==> src/verilog/ccu_defines.svh <==
// Offsets, field positions, reset values and timing counts of the capture/compare unit.
`ifndef CCU_DEFINES_SVH
`define CCU_DEFINES_SVH

// ----------------------------------------------------------------
// Register offsets (byte addresses, one word each)
// ----------------------------------------------------------------
`define CCU_OFS_CONTROL    8'h00
`define CCU_OFS_MATCH_LOW  8'h04
`define CCU_OFS_MATCH_HIGH 8'h08
`define CCU_OFS_STATUS     8'h0C
`define CCU_OFS_TIMER      8'h10
`define CCU_OFS_PIN_CTRL   8'h14

// ----------------------------------------------------------------
// Field positions and reset values
// ----------------------------------------------------------------
`define CCU_MODE_LSB       0
`define CCU_MODE_MSB       3
`define CCU_DUTY_LSB       4
`define CCU_DUTY_MSB       5
`define CCU_CFG_BIT        7
`define CCU_CONTROL_MASK   8'hBF
`define CCU_CONTROL_RESET  8'h00
`define CCU_MATCH_RESET    8'h00
`define CCU_STAT_FLAG      0
`define CCU_STAT_OVF       1
`define CCU_STAT_ENABLE    2
`define CCU_STAT_PIN       3
`define CCU_PIN_DIR        0
`define CCU_PIN_TIMER_ON   1
`define CCU_PIN_CONV_ON    2

// ----------------------------------------------------------------
// Timing counts
// ----------------------------------------------------------------
`define CCU_PRESCALE_4     4'h3
`define CCU_PRESCALE_16    4'hF
`define CCU_TICK_DIV       16'h0004

`endif

==> src/verilog/ccu_pkg.sv <==
// Types shared by both ends of the capture/compare unit.
package ccu_pkg;
    typedef enum logic [3:0] {
        CCU_OFF        = 4'h0,
        CCU_RSVD1      = 4'h1,
        CCU_CMP_TOGGLE = 4'h2,
        CCU_RSVD3      = 4'h3,
        CCU_CAP_FALL   = 4'h4,
        CCU_CAP_RISE   = 4'h5,
        CCU_CAP_RISE4  = 4'h6,
        CCU_CAP_RISE16 = 4'h7,
        CCU_CMP_SET    = 4'h8,
        CCU_CMP_CLEAR  = 4'h9,
        CCU_CMP_FLAG   = 4'hA,
        CCU_CMP_TRIG   = 4'hB,
        CCU_PWM_0      = 4'hC,
        CCU_PWM_1      = 4'hD,
        CCU_PWM_2      = 4'hE,
        CCU_PWM_3      = 4'hF
    } ccu_mode_t;
endpackage : ccu_pkg

==> src/verilog/ccu_link_if.sv <==
// Link between the capture/compare unit and its timer, converter and pin.
`timescale 1ns/1ps
`default_nettype none
interface ccu_link_if;
    logic [15:0] timer_count;
    logic        timer_tick;
    logic        timer_clear;
    logic        conv_start;
    logic        pin_in;
    logic        pin_out;
    logic        pin_oe;

    modport unit (
        input  timer_count, timer_tick, pin_in,
        output timer_clear, conv_start, pin_out, pin_oe
    );
    modport partner (
        output timer_count, timer_tick, pin_in,
        input  timer_clear, conv_start, pin_out, pin_oe
    );
endinterface : ccu_link_if
`default_nettype wire

==> src/verilog/ccu_unit.sv <==
// Capture/compare unit with a classic Wishbone register slave.
//
// Overview of operation
// Timer must run synchronised with this unit.
// Prescaler cleared when off or not capturing.
// Every reset clears the prescaler counter.
// Clear control before changing capture prescale.
// Software masks and clears flag on mode change.
// Compare pair continuously matched against timer.
// Match performs mode-selected pin or trigger action.
// Every compare match sets the event flag.
// Zero control forces compare latch low.
// Software drives pin as output for compare.
// Mode 1010 only flags, pin untouched.
// Mode 1011 resets timer, starts conversion.
// Trigger immediate; timer clears next tick.
// Trigger reset never sets overflow flag.
// Lost match cancels pending timer reset.
// PWM pin ownership; direction bit enables driver.
// Zero control releases pin to port.
// Modes 0100-0111 select capture edges.
// Modes 0010, 1000, 1001 toggle, set, clear.
// Capture copies timer, sets flag, overwrites.
// Mode 0000 turns unit off, resets state.
// Conversion start is one-cycle pulse.
`timescale 1ns/1ps
`default_nettype none
`include "ccu_defines.svh"
module ccu_unit import ccu_pkg::*; (
    // Clock and reset
    input  wire logic        REF_CLK,
    input  wire logic        SRST,
    // Wishbone slave
    input  wire logic        CYC_I,
    input  wire logic        STB_I,
    input  wire logic        WE_I,
    input  wire logic [7:0]  ADR_I,
    input  wire logic [3:0]  SEL_I,
    input  wire logic [31:0] DAT_I,
    output var  logic [31:0] DAT_O,
    output var  logic        ACK_O,
    // Port data latch for when the unit does not own the pin
    input  wire logic        PORT_DATA,
    // Link to timer, converter and pin
    ccu_link_if.unit         LINK
);
    // ----------------------------------------------------------------
    // Registers
    // ----------------------------------------------------------------
    logic [7:0]  unit_control_ff;
    logic [7:0]  match_value_low_ff;
    logic [7:0]  match_value_high_ff;
    logic        unit_event_flag_ff;
    logic        timer_overflow_flag_ff;
    logic        unit_event_enable_ff;
    logic        pin_direction_bit_ff;
    logic        cmp_latch_ff;
    logic [3:0]  prescale_ff;
    logic [2:0]  pin_sync_ff;
    logic        pin_lvl_ff;
    logic        match_prev_ff;
    logic        conv_pulse_ff;

    // ----------------------------------------------------------------
    // Decode
    // ----------------------------------------------------------------
    wire ccu_mode_t   mode        = ccu_mode_t'(unit_control_ff[`CCU_MODE_MSB:`CCU_MODE_LSB]);
    wire logic [15:0] match_pair  = {match_value_high_ff, match_value_low_ff};
    wire logic        is_capture  = (unit_control_ff[3:2] == 2'b01);
    wire logic        is_compare  = (mode == CCU_CMP_TOGGLE) || (unit_control_ff[3:2] == 2'b10);
    wire logic        is_pwm      = (unit_control_ff[3:2] == 2'b11);
    wire logic        owns_pin    = (mode == CCU_CMP_TOGGLE) || (mode == CCU_CMP_SET)
                                    || (mode == CCU_CMP_CLEAR) || is_pwm;
    wire logic        match       = is_compare && (LINK.timer_count == match_pair);
    wire logic        match_rise  = match && !match_prev_ff;
    // A pin level counts only once the last two sync stages agree.
    wire logic        pin_agree   = (pin_sync_ff[1] == pin_sync_ff[2]);
    wire logic        pin_rise    = pin_agree && pin_sync_ff[2] && !pin_lvl_ff;
    wire logic        pin_fall    = pin_agree && !pin_sync_ff[2] && pin_lvl_ff;
    wire logic [3:0]  prescale_top = (mode == CCU_CAP_RISE4) ? `CCU_PRESCALE_4
                                    : (mode == CCU_CAP_RISE16) ? `CCU_PRESCALE_16 : 4'h0;
    wire logic        prescale_wrap = (prescale_ff == prescale_top);
    wire logic        capture_evt = is_capture && (((mode == CCU_CAP_FALL) && pin_fall)
                                    || ((mode != CCU_CAP_FALL) && pin_rise && prescale_wrap));
    wire logic        wb_req      = CYC_I && STB_I && !ACK_O;
    wire logic        wb_wr       = wb_req && WE_I && SEL_I[0];
    wire logic        wr_ctrl     = wb_wr && (ADR_I == `CCU_OFS_CONTROL);
    wire logic        wr_low      = wb_wr && (ADR_I == `CCU_OFS_MATCH_LOW);
    wire logic        wr_high     = wb_wr && (ADR_I == `CCU_OFS_MATCH_HIGH);
    wire logic        wr_stat     = wb_wr && (ADR_I == `CCU_OFS_STATUS);
    wire logic        wr_pin      = wb_wr && (ADR_I == `CCU_OFS_PIN_CTRL);
    wire logic        ctrl_zero   = wr_ctrl && (DAT_I[7:0] == 8'h00);
    wire logic [15:0] capture_val = LINK.timer_count;
    wire logic        hit_evt     = match_rise || capture_evt;
    wire logic        unit_off    = (mode == CCU_OFF);
    // The clear request stands only while the trigger match does.
    wire logic        trig_hold   = match && (mode == CCU_CMP_TRIG);
    logic [31:0]      rd_data;

    always_comb begin
        rd_data = 32'h0000_0000;
        if (ADR_I == `CCU_OFS_CONTROL) begin
            rd_data[7:0] = unit_control_ff;
        end else if (ADR_I == `CCU_OFS_MATCH_LOW) begin
            rd_data[7:0] = match_value_low_ff;
        end else if (ADR_I == `CCU_OFS_MATCH_HIGH) begin
            rd_data[7:0] = match_value_high_ff;
        end else if (ADR_I == `CCU_OFS_STATUS) begin
            rd_data[`CCU_STAT_FLAG]   = unit_event_flag_ff;
            rd_data[`CCU_STAT_OVF]    = timer_overflow_flag_ff;
            rd_data[`CCU_STAT_ENABLE] = unit_event_enable_ff;
            rd_data[`CCU_STAT_PIN]    = cmp_latch_ff;
        end else if (ADR_I == `CCU_OFS_TIMER) begin
            rd_data[15:0] = LINK.timer_count;
        end else if (ADR_I == `CCU_OFS_PIN_CTRL) begin
            rd_data[`CCU_PIN_DIR] = pin_direction_bit_ff;
        end
    end

    // ----------------------------------------------------------------
    // Register bus
    // ----------------------------------------------------------------
    always_ff @(posedge REF_CLK) begin
        if (SRST) begin
            ACK_O                <= 1'b0;
            DAT_O                <= 32'h0000_0000;
            unit_control_ff      <= `CCU_CONTROL_RESET;
            unit_event_enable_ff <= 1'b0;
            pin_direction_bit_ff <= 1'b1;
        end else begin
            ACK_O <= wb_req;
            DAT_O <= wb_req ? rd_data : DAT_O;
            if (wr_ctrl) begin
                unit_control_ff <= DAT_I[7:0] & `CCU_CONTROL_MASK;
            end
            if (wr_stat) begin
                unit_event_enable_ff <= DAT_I[`CCU_STAT_ENABLE];
            end
            if (wr_pin) begin
                pin_direction_bit_ff <= DAT_I[`CCU_PIN_DIR];
            end
        end
    end

    // ----------------------------------------------------------------
    // Match register and capture
    // ----------------------------------------------------------------
    always_ff @(posedge REF_CLK) begin
        if (SRST) begin
            match_value_low_ff  <= `CCU_MATCH_RESET;
            match_value_high_ff <= `CCU_MATCH_RESET;
        end else if (capture_evt) begin
            match_value_low_ff  <= capture_val[7:0];
            match_value_high_ff <= capture_val[15:8];
        end else begin
            if (wr_low) begin
                match_value_low_ff <= DAT_I[7:0];
            end
            if (wr_high && !is_pwm) begin
                match_value_high_ff <= DAT_I[7:0];
            end
        end
    end

    // ----------------------------------------------------------------
    // Flags, prescaler, compare latch and trigger
    // ----------------------------------------------------------------
    always_ff @(posedge REF_CLK) begin
        if (SRST) begin
            unit_event_flag_ff     <= 1'b0;
            timer_overflow_flag_ff <= 1'b0;
            prescale_ff            <= 4'h0;
            pin_sync_ff            <= 3'b000;
            cmp_latch_ff           <= 1'b0;
            pin_lvl_ff             <= 1'b0;
            match_prev_ff          <= 1'b0;
            conv_pulse_ff          <= 1'b0;
        end else begin
            pin_sync_ff   <= {pin_sync_ff[1:0], LINK.pin_in};
            pin_lvl_ff    <= pin_agree ? pin_sync_ff[2] : pin_lvl_ff;
            match_prev_ff <= match;
            if (hit_evt) begin
                unit_event_flag_ff <= 1'b1;
            end else if (wr_stat && DAT_I[`CCU_STAT_FLAG]) begin
                unit_event_flag_ff <= 1'b0;
            end
            if (wr_stat && DAT_I[`CCU_STAT_OVF]) begin
                timer_overflow_flag_ff <= 1'b0;
            end
            if (!is_capture || unit_off) begin
                prescale_ff <= 4'h0;
            end else if (pin_rise && mode != CCU_CAP_FALL) begin
                prescale_ff <= prescale_wrap ? 4'h0 : prescale_ff + 4'h1;
            end
            if (ctrl_zero) begin
                cmp_latch_ff <= 1'b0;
            end else if (match_rise) begin
                case (mode)
                    CCU_CMP_TOGGLE: cmp_latch_ff <= !cmp_latch_ff;
                    CCU_CMP_SET:    cmp_latch_ff <= 1'b1;
                    CCU_CMP_CLEAR:  cmp_latch_ff <= 1'b0;
                    default:        cmp_latch_ff <= cmp_latch_ff;
                endcase
            end
            conv_pulse_ff <= match_rise && (mode == CCU_CMP_TRIG);
        end
    end

    // ----------------------------------------------------------------
    // Outputs
    // ----------------------------------------------------------------
    assign LINK.timer_clear = trig_hold;
    assign LINK.conv_start  = conv_pulse_ff;
    assign LINK.pin_out     = owns_pin ? cmp_latch_ff : PORT_DATA;
    assign LINK.pin_oe      = !pin_direction_bit_ff;
    wire logic unused_ok = ^{unit_control_ff[`CCU_CFG_BIT], unit_control_ff[5:4],
                             DAT_I[31:8], SEL_I[3:1], unit_event_enable_ff, LINK.timer_tick};
endmodule : ccu_unit
`default_nettype wire
==> src/flat_wrapper.sv <==
// flat-port wrapper written by rule: the top's interface ports become plain ports
module ccu_unit_flat import ccu_pkg::*;
  (REF_CLK, SRST, CYC_I, STB_I, WE_I, ADR_I, SEL_I, DAT_I, DAT_O, ACK_O, PORT_DATA, LINK_timer_count, LINK_timer_tick, LINK_pin_in, LINK_timer_clear, LINK_conv_start, LINK_pin_out, LINK_pin_oe);
  ccu_link_if LINK_i ();
  input  wire logic REF_CLK;
  input  wire logic SRST;
  input  wire logic CYC_I;
  input  wire logic STB_I;
  input  wire logic WE_I;
  input  wire logic [7:0] ADR_I;
  input  wire logic [3:0] SEL_I;
  input  wire logic [31:0] DAT_I;
  output var  logic [31:0] DAT_O;
  output var  logic ACK_O;
  input  wire logic PORT_DATA;
  input wire logic [$bits(LINK_i.timer_count)-1:0] LINK_timer_count;
  input wire logic [$bits(LINK_i.timer_tick)-1:0] LINK_timer_tick;
  input wire logic [$bits(LINK_i.pin_in)-1:0] LINK_pin_in;
  output wire logic [$bits(LINK_i.timer_clear)-1:0] LINK_timer_clear;
  output wire logic [$bits(LINK_i.conv_start)-1:0] LINK_conv_start;
  output wire logic [$bits(LINK_i.pin_out)-1:0] LINK_pin_out;
  output wire logic [$bits(LINK_i.pin_oe)-1:0] LINK_pin_oe;
  assign LINK_i.timer_count = LINK_timer_count;
  assign LINK_i.timer_tick = LINK_timer_tick;
  assign LINK_i.pin_in = LINK_pin_in;
  assign LINK_timer_clear = LINK_i.timer_clear;
  assign LINK_conv_start = LINK_i.conv_start;
  assign LINK_pin_out = LINK_i.pin_out;
  assign LINK_pin_oe = LINK_i.pin_oe;
  ccu_unit u_core (.REF_CLK(REF_CLK), .SRST(SRST), .CYC_I(CYC_I), .STB_I(STB_I), .WE_I(WE_I), .ADR_I(ADR_I), .SEL_I(SEL_I), .DAT_I(DAT_I), .DAT_O(DAT_O), .ACK_O(ACK_O), .PORT_DATA(PORT_DATA), .LINK(LINK_i));
endmodule
==> config.mk <==
export PLATFORM = sky130hd
export DESIGN_NAME = ccu_unit_flat
export DESIGN_NICKNAME = d
export VERILOG_FILES = /design/src/verilog/ccu_pkg.sv /design/src/verilog/ccu_link_if.sv /design/src/verilog/ccu_unit.sv /design/src/flat_wrapper.sv
export VERILOG_INCLUDE_DIRS = /design/src /design/src/verilog
export SDC_FILE = /design/constraint.sdc
export NUM_CORES = 1
export LEC_CHECK = 0
export ABC_CLOCK_PERIOD_IN_PS = 3250
export BUFFER_PORTS_ARGS = -buffer_cell sky130_fd_sc_hd__buf_2
export CAP_MARGIN = 15
export CORE_ASPECT_RATIO = 1.1
export CORE_MARGIN = 2
export CORE_UTILIZATION = 25
export DETAILED_ROUTE_END_ITERATION = 8
export SYNTH_ARGS = -nofsm -noshare
export SYNTH_HDL_FRONTEND = slang
export SYNTH_SLANG_ARGS = --single-unit
==> constraint.sdc <==
create_clock -name REF_CLK -period 3.25 [get_ports REF_CLK]
set_input_delay 0.325 -clock REF_CLK [delete_from_list [all_inputs] [get_ports REF_CLK]]
set_output_delay 0.325 -clock REF_CLK [all_outputs]
set_load 0.1 [all_outputs]
==> impl_metrics.yaml, run 1 <==
yosys:
  synth_top_flop_cell: "dfxtp_1"
  yosysSeqAreaShare_pct: 33.5
  synth-edff-count: 0
  syn_area_um2: 3230
  yosysWarnings: 0
  async_reset_ff_share_pct: 0
  avgSynthCellArea_um2: 8.78
  synth-seq-cells: 54
  syn_inst: 368
  ys_types: 64
hold_path:
  min_path_type: "in -> reg"
pwr:
  max-vdd-ir-drop_v: 0.000187
  powerDensity_nw_per_um2: 415
  p_leak_nw: 1.55
  power_switching_mw: 0.446
  pwr-share-comb_pct: 15.1
  intPower_mw: 1.08
  p_clk_share_pct: 41.2
  pwr-share-seq_pct: 43.7
  switching_share_pct: 29.2
floorplan:
  die_w_um: 112
  num_io_pins: 105
  die_y_um: 123
  row_count: 43
  coreArea_um2: 12600
  initial_core_util_pct: 25.7
  die-area_um2: 13800
routing:
  firstDrtPassIters: 4
  via_per_inst: 4.91
  wl_per_cell_um: 15.6
  drc: 0
  drt_iter0_drc: 168
  vias: 2809
  wirelength_um: 8940
  ant_nets: 0
clock_network:
  cts_root_buffer: "clkbuf_16"
  clk_pin_slew_ns: 0.08
  clock_path_buffers: 2
  ctsResizeCount: 0
  cts.htree.levels: 2
  cts_tree: "done"
  clock-sinks: 54
  post_cts_buffers: 0
  cts_hold_buf: 0
  cts-buffers-inserted: 5
  insertion_delay_ns: 0.30
timing:
  timing.fmax_mhz: 353
  layout_setup_ws_ns: 0.418
  slew_viol_final: 0
  setup_viol: 0
  tns_ns: 0
  finalCritPeriodShare_pct: 87.1
  finClkSkew_ns: 0.0118
  rsz0062_at_grt: "no"
  tightest_slew_ns: 0.986
  min_period_ns: 2.83
  hold_viol: 0
  slew_headroom_pct: 34.2
global_routing:
  grt_max_degree: 53
  grt_pass1_wl_um: 14000
  antenna_found_initial: 0
  grt_pass1_vias: 2722
  grt-ovfl-total: 0
  track_usage_pct: 12.6
worst_setup_path:
  crit_path_max_incr_delay_ns: 0.51
  crit_path_max_fanout: 3
  cp_slowest_cell: "nor4_1"
  critPathKind: "reg -> out"
  crit_buf_inv: 1
  crit_chain: "xor2_1, nor4_1, nand3_1, or2_2, nor2_1, buf_2"
  start_kind: "register"
  critPathRequiredTime_ns: 2.92
  critPathArrivalTime_ns: 2.51
  worstSetupEndpointType: "output pin"
  crit_family: "simple AND/OR/NAND/NOR gates"
final_layout:
  nets: 485
  syn2layout_area_growth_pct: 13.8
  antenna_cells: 0
  layout-drive-gt1-share_pct: 23.6
place:
  place_ws_ns: 0.572
  gp_congestion: 0.836
  io_buffers: 60
  dp_hpwl_um: 6620
run:
  drv_cap: 0
status:
  status: "finished clean"
## path summary, 6_finish.rpt
check,from,to,slack [ns],depth (start not counted)
max,u_core.match_value_high_ff[2]$_SDFFE_PP0P_,LINK_timer_clear,0.42,6
min,LINK_pin_in,u_core.pin_sync_ff[0]$_SDFF_PP0_,0.25,2
max reg2reg,u_core.unit_control_ff[1]$_SDFFE_PP0P_,u_core.match_value_low_ff[4]$_SDFFE_PP0P_,0.47,5
min reg2reg,u_core.pin_sync_ff[0]$_SDFF_PP0_,u_core.pin_sync_ff[1]$_SDFF_PP0_,0.44,1
## cells in the final DEF (no fill, tap or decap), drive strengths merged, types with 3 or more instances in the layout
cell	count
buf	63
dfxtp	54
nor2	50
a21oi	33
mux2i	29
nand2	18
conb	16
a21o	16
xor2	14
nand3	14
o21ai	13
nor4	10
inv	7
nor3	7
xnor2	5
nand2b	5
a221o	5
clkbuf	5
nor2b	4
a222oi	4
a22oi	4
ha	3
## synth_stat cells, types with 8 or more instances
library cell | number | area, um^2
nand2_1 | 18 | 67.6
buf_4 | 17 | 128
a21oi_1 | 33 | 165
o21ai_0 | 12 | 60.1
a21o_2 | 8 | 70.1
nand3_1 | 13 | 65.1
xor2_1 | 14 | 123
dfxtp_1 | 54 | 1080
nor4_1 | 8 | 50.1
a21o_1 | 8 | 60.1
mux2i_1 | 29 | 290
nor2_1 | 48 | 180
clkbuf_1 | 9 | 33.8
## metal layers
layer / share of wire (%) / GRT usage (%) / vias up
li1: - / - / 1374
met1: 46 / 17.0 / 1339
met2: 46 / 21.4 / 88
met3: 6.6 / 2.35 / 8
met4: 0.78 / 2.59 / 0
met5: 0 / 0 / -
## through the flow
step                      utilization (%)  std cells  cell area (um^2)  hold slack (ns)  total power [mW]
after floorplan                         -        383              3290            0.414             0.870
after global placement               27.8        564              3500            0.421             0.911
after detailed placement             27.8        564              3500            0.424             0.914
after CTS                            29.2        572              3680            0.266              1.54
after global routing                 29.2        572              3680            0.295              1.58
final                                29.2        572              3680            0.254              1.53
## power by group through the flow
stage / Clock (mW) / Sequential [mW] / Combinational (mW)
detailed placement: 0 / 0.684 / 0.230
finish: 0.629 / 0.668 / 0.231
global placement: 0 / 0.683 / 0.228
CTS: 0.640 / 0.668 / 0.231
floorplan: 0 / 0.704 / 0.166
global route: 0.669 / 0.668 / 0.244
## state kept, by name (all words and copies together), names as in the netlist, 3 cells and up
| signal | count |
|---|---|
| u_core.match_value_high_ff | 8 |
| u_core.prescale_ff | 4 |
| u_core.match_value_low_ff | 8 |
| u_core.unit_control_ff | 7 |
| u_core.pin_sync_ff | 3 |
| u_core.DAT_O | 16 |
## logic make-up after synthesis
logic type | Yosys count | synth area share [%]
and+or+nand+nor | 128 | 21.8
AOI/OAI and AO/OA | 89 | 19.2
DFF | 54 | 33.5
buffers and inverters | 45 | 10.0
muxes | 29 | 8.99
xor gates and xnor gates | 19 | 5.15
adders and majority gates | 3 | 1.16
other | 1 | 0.116
## area by class of cell
type                            instances  area (um^2)
Fill cell                            1366         8910
Multi-Input combinational cell        284         1880
Sequential cell                        54         1080
Timing Repair Buffer                   63          323
Tap cell                              157          196
Clock buffer                            5          125
Clock inverter                          3         47.5
Inverter                                6         22.5
No activity file was read; power rests on OpenSTA's default activity.
==> run 2, diff against run 1 <==
==> constraint.sdc (replaced) <==
create_clock -name REF_CLK -period 3.25 [get_ports REF_CLK]
set_input_delay 0 -clock REF_CLK [delete_from_list [all_inputs] [get_ports REF_CLK]]
set_output_delay 0 -clock REF_CLK [all_outputs]
set_load 0.1 [all_outputs]
==> run 2 against run 1 <==
Net effect:
- sequential share of layout area decreased by 0.71 points
- hold slack worse by 0.23 ns
- flip-flop and latch count stayed put
- largest power group unchanged
- highest routed layer unchanged
==> impl_metrics.yaml, run 2 (synthesized netlist as in run 1, its figures left out) <==
global_routing:
  grt-ovfl-total: 0
  grt_pass1_vias: 2656
  antenna_found_initial: 1
  grt_max_degree: 53
  grt_pass1_wl_um: 13800
  track_usage_pct: 12.6
routing:
  wl_per_cell_um: 15.5
  via_per_inst: 4.93
  drt_iter0_drc: 273
  ant_nets: 0
  drc: 0
  firstDrtPassIters: 4
  wirelength_um: 8980
  vias: 2867
pwr:
  p_leak_nw: 1.59
  max-vdd-ir-drop_v: 0.000164
  powerDensity_nw_per_um2: 407
worst_setup_path:
  crit_path_max_incr_delay_ns: 0.78
  worstSetupEndpointType: "register"
  reg2reg_depth: 5
  crit_buf_inv: 0
  critPathKind: "reg -> reg"
  cp_slowest_cell: "o31ai_4"
  crit_path_max_fanout: 17
  critPathArrivalTime_ns: 2.98
  critPathRequiredTime_ns: 3.47
  crit_cells: 5
  start_kind: "register"
  crit_family: "compound AO/OA/AOI/OAI gates"
  crit_chain: "nand4b_1, mux2i_1, o31ai_4, nand2b_1, a21oi_1"
clock_network:
  insertion_delay_ns: 0.30
  post_cts_buffers: 0
  clock_path_buffers: 2
  clock-sinks: 54
  cts_root_buffer: "clkbuf_16"
  cts_tree: "done"
  cts.htree.levels: 2
  clk_pin_slew_ns: 0.08
  ctsResizeCount: 0
  cts-buffers-inserted: 5
timing:
  setup_viol: 0
  finalCritPeriodShare_pct: 85.0
  timing.fmax_mhz: 362
  finClkSkew_ns: 0.0110
  tightest_slew_ns: 0.973
  hold_viol: 0
  slew_headroom_pct: 35.1
  slew_viol_final: 0
  tns_ns: 0
  min_period_ns: 2.76
  rsz0062_at_grt: "no"
floorplan:
  coreArea_um2: 12600
  num_io_pins: 105
  die_y_um: 123
  die-area_um2: 13800
  row_count: 43
  die_w_um: 112
  initial_core_util_pct: 25.7
final_layout:
  fin_area_um2: 3770
  top_regs: "u_core.DAT_O: 16 flops, u_core.match_value_high_ff: 8 flops, u_core.match_value_low_ff: 8 flops"
  fill_cells: 1358
  nets: 494
  syn2layout_area_growth_pct: 16.7
  antenna_cells: 0
  largest_register_ffs: 16
  final_cell_mix: "buf_2, dfxtp_1, nor2_1"
  largest_register: "u_core.DAT_O"
  layout-drive-gt1-share_pct: 23.1
  layout_commonest_cell: "buf_2"
place:
  gp_congestion: 0.806
  dp_hpwl_um: 6510
  io_buffers: 60
  dpl_cell_area_um2: 3500
status:
  status: "finished clean"
run:
  drv_cap: 0
hold_path:
  min_path_type: "in -> reg"
  hold_depth: 3
[run 2: changes by cell type in the layout (fill, tap and decap cells not counted), sizes merged]
cell,before,now
dlygate4sd3,0,9
clkinv,1,0
clkinvlp,0,1
[run 2: per-layer routing]
metal,track usage [%],wire [um],up-vias
li1,-,-,1393
met1,16.8,3920,1364
met2,20.6,4310,101
met3,2.75,664,9
met4,3.73,90,0
met5,0,0,-
[run 2: cell type report]
| type | count | area [um^2] | area share, % |
|---|---|---|---|
| Multi-Input combinational cell | 284 | 1880 | 49.9 |
| Clock buffer | 5 | 125 | 3.32 |
| Clock inverter | 3 | 48.8 | 1.29 |
| Sequential cell | 54 | 1080 | 28.7 |
| Timing Repair Buffer | 72 | 413 | 11.0 |
| Tap cell | 157 | 196 | 5.21 |
| Inverter | 6 | 22.5 | 0.598 |
[run 2: power breakdown]
part | switching (mW) | internal (mW) | total (mW)
registers | 0.00229 | 0.666 | 0.668
clock network | 0.260 | 0.369 | 0.630
logic | 0.184 | 0.0539 | 0.238
total | 0.447 | 1.09 | 1.54
[run 2: path summary, 6_finish.rpt]
check                                         startpoint                                         end  slack [ns]
setup / recovery  u_core.unit_control_ff[2]$_SDFFE_PP0P_  u_core.match_value_high_ff[3]$_SDFFE_PP0P_        0.49
hold / removal                                  DAT_I[7]      u_core.unit_control_ff[7]$_SDFFE_PP0P_        0.03
setup reg to reg  u_core.unit_control_ff[2]$_SDFFE_PP0P_  u_core.match_value_high_ff[3]$_SDFFE_PP0P_        0.49
hold reg to reg         u_core.pin_sync_ff[0]$_SDFF_PP0_            u_core.pin_sync_ff[1]$_SDFF_PP0_        0.44
[run 2: worst register-to-register path, delay by kind of cell (launching register included)]
family	cells	cell delay, ns
compound gates	2	1.10
flops	1	0.55
mux	1	0.20
simple gates	2	0.83
[run 2: timing repair]
item                       CTS  global route
hold endpoints to repair     9             0
hold buffers                 9             0
setup endpoints to repair    0             0
[run 2: stage by stage]
step | std cells | hold WS [ns] | util, % | worst slack, ns | total power, mW
after floorplan | 383 | 0.128 | - | 0.644 | 0.870
final | 581 | 0.0282 | 29.9 | 0.489 | 1.54
after CTS | 581 | 0.0134 | 29.9 | 0.547 | 1.55
after detailed placement | 564 | 0.252 | 27.8 | 0.557 | 0.914
after global placement | 564 | 0.253 | 27.8 | 0.623 | 0.911
after global routing | 581 | 0.0403 | 29.9 | 0.380 | 1.59
==> run 3, diff against run 2 <==
--- a/config.mk
+++ b/config.mk
@@ -6,7 +6,7 @@
 export SDC_FILE = /design/constraint.sdc
 export NUM_CORES = 1
 export LEC_CHECK = 0
-export ABC_CLOCK_PERIOD_IN_PS = 3250
+export ABC_CLOCK_PERIOD_IN_PS = 2800
 export BUFFER_PORTS_ARGS = -buffer_cell sky130_fd_sc_hd__buf_2
 export CAP_MARGIN = 15
 export CORE_ASPECT_RATIO = 1.1
==> constraint.sdc (replaced) <==
create_clock -name REF_CLK -period 2.8 [get_ports REF_CLK]
set_input_delay 0 -clock REF_CLK [delete_from_list [all_inputs] [get_ports REF_CLK]]
set_output_delay 0 -clock REF_CLK [all_outputs]
set_load 0.1 [all_outputs]
==> run 3 against run 2 <==
Net effect:
- the run now ends with negative hold slack left
- register-to-register slack improved by 0.11 ns
- combinational power increased by 15%
- die area unchanged
- flip-flop and latch count unchanged
- via count decreased by 0.17%
- power increased by 15%
- non-clock buffer count decreased by 1
- hold slack got worse by 0.033 ns
- utilization decreased by 0.20 points
- largest cell class unchanged
- highest routed layer unchanged
==> impl_metrics.yaml, run 3 (synthesized netlist as in run 1, its figures left out) <==
status:
  status: "finished with violations"
  violations: "negative hold slack"
place:
  dp_hpwl_um: 6750
  dpl_cell_area_um2: 3530
  place_ws_ns: 0.636
  io_buffers: 60
  dp.cells: 568
  gp_congestion: 0.831
global_routing:
  antenna_found_initial: 0
  grt_pass1_vias: 2711
  grt_pass1_wl_um: 14200
  grt_max_degree: 32
  grt-ovfl-total: 0
  track_usage_pct: 12.8
final_layout:
  nets: 493
  antenna_cells: 0
  largest_register: "u_core.DAT_O"
  layout-drive-gt1-share_pct: 24.1
  layout_commonest_cell: "buf_2"
  largest_register_ffs: 16
  top_regs: "u_core.DAT_O: 16 flops, u_core.match_value_high_ff: 8 flops, u_core.match_value_low_ff: 8 flops"
  fin_area_um2: 3740
  final_core_util_pct: 29.7
  layout.cells.non_filler: 580
  syn2layout_area_growth_pct: 15.9
  final_cell_mix: "buf_2, dfxtp_1, nor2_1"
clock_network:
  clk_pin_slew_ns: 0.08
  ctsResizeCount: 0
  cts-buffers-inserted: 5
  clock-sinks: 54
  insertion_delay_ns: 0.30
  clock_path_buffers: 2
  cts.htree.levels: 2
  cts_root_buffer: "clkbuf_16"
  cts_tree: "done"
worst_setup_path:
  regToRegSetupSlack_ns: 0.60
  critPathRequiredTime_ns: 2.80
  start_kind: "register"
  regToRegStartpoint: "u_core.unit_control_ff[3]$_SDFFE_PP0P_"
  critPathArrivalTime_ns: 2.50
  critPathKind: "reg -> out"
  worstSetupEndpointType: "output pin"
  reg2reg_depth: 6
  cp-endpoint: "LINK_timer_clear"
  worstReg2RegEnd: "u_core.match_value_low_ff[5]$_SDFFE_PP0P_"
  crit_path_max_fanout: 3
  crit_start: "u_core.match_value_high_ff[2]$_SDFFE_PP0P_"
timing:
  tightest_slew_ns: 0.771
  setup_viol: 0
  finClkSkew_ns: 0.0113
  slew_viol_final: 0
  layout_setup_ws_ns: 0.298
  rsz0062_at_grt: "no"
  min_period_ns: 2.50
  hold_viol: 1
  tns_ns: 0
  slew_headroom_pct: 48.5
  whs_ns: -0.00454
  finalCritPeriodShare_pct: 89.3
  timing.fmax_mhz: 400
hold_path:
  min_path_type: "in -> reg"
pwr:
  powerDensity_nw_per_um2: 471
  p_leak_nw: 1.59
  total_power_mw: 1.76
  max-vdd-ir-drop_v: 0.000251
routing:
  firstDrtPassIters: 5
  wirelength_um: 9000
  wl_per_cell_um: 15.5
  drt_iter0_drc: 144
  via_per_inst: 4.93
  ant_nets: 0
  vias: 2862
  drc: 0
floorplan:
  die_w_um: 112
  coreArea_um2: 12600
  row_count: 43
  initial_core_util_pct: 25.7
  die_y_um: 123
  die-area_um2: 13800
  num_io_pins: 105
run:
  drv_cap: 0
## run 3: changes by cell type in the layout (fill, tap and decap cells not counted)
cell           delta
dlygate4sd3_1     -5
inv_6             +1
clkinvlp_4        -1
inv_8             -1
clkinv_2          +1
buf_4             +4
## run 3: what timing repair did
action                                 4_1_cts  5_1_grt
setup buffers                                0        0
endpoints found under the hold margin        4        0
hold buffers                                 4        0
## run 3: worst max-delay path: stages, from the launching register on
cell     delay, ns
dfxtp_1       0.35
xor2_1        0.18
nor4_1        0.48
nand3_1       0.22
or2_2         0.37
nor2_1        0.16
buf_2         0.45
## run 3: worst min-delay path by stage
stage | depth (start not counted) | endpoint | slack, ns | from
floorplan | 1 | u_core.pin_sync_ff[0]$_SDFF_PP0_ | 0.13 | LINK_pin_in
global placement | 2 | u_core.pin_sync_ff[0]$_SDFF_PP0_ | 0.26 | LINK_pin_in
detailed placement | 2 | u_core.pin_sync_ff[0]$_SDFF_PP0_ | 0.26 | LINK_pin_in
CTS | 3 | u_core.DAT_O[8]$_SDFFE_PP0N_ | 0.003 | LINK_timer_count[8]
global route | 3 | u_core.DAT_O[15]$_SDFFE_PP0N_ | 0.01 | LINK_timer_count[15]
finish | 3 | u_core.DAT_O[8]$_SDFFE_PP0N_ | -0.005 | LINK_timer_count[8]
## run 3: layout make-up
class                           instances  area (um^2)
Inverter                                6         22.5
Timing Repair Buffer                   71          393
Clock inverter                          3         43.8
Clock buffer                            5          125
Sequential cell                        54         1080
Tap cell                              157          196
Fill cell                            1347         8850
Multi-Input combinational cell        284         1880
## run 3: report_power, final
group / switching (mW) / leakage [nW] / internal, mW / total, mW
clock network: 0.290 / 0.0842 / 0.424 / 0.714
registers: 0.00263 / 0.436 / 0.773 / 0.775
logic: 0.214 / 1.07 / 0.0589 / 0.273
## run 3: metal layers
metal / vias up / GRT usage (%) / share of wire, %
met5: - / 0 / 0
met4: 0 / 2.36 / 0.70
met3: 10 / 2.35 / 6.2
met2: 94 / 21.1 / 47
met1: 1365 / 17.6 / 46
li1: 1393 / - / -
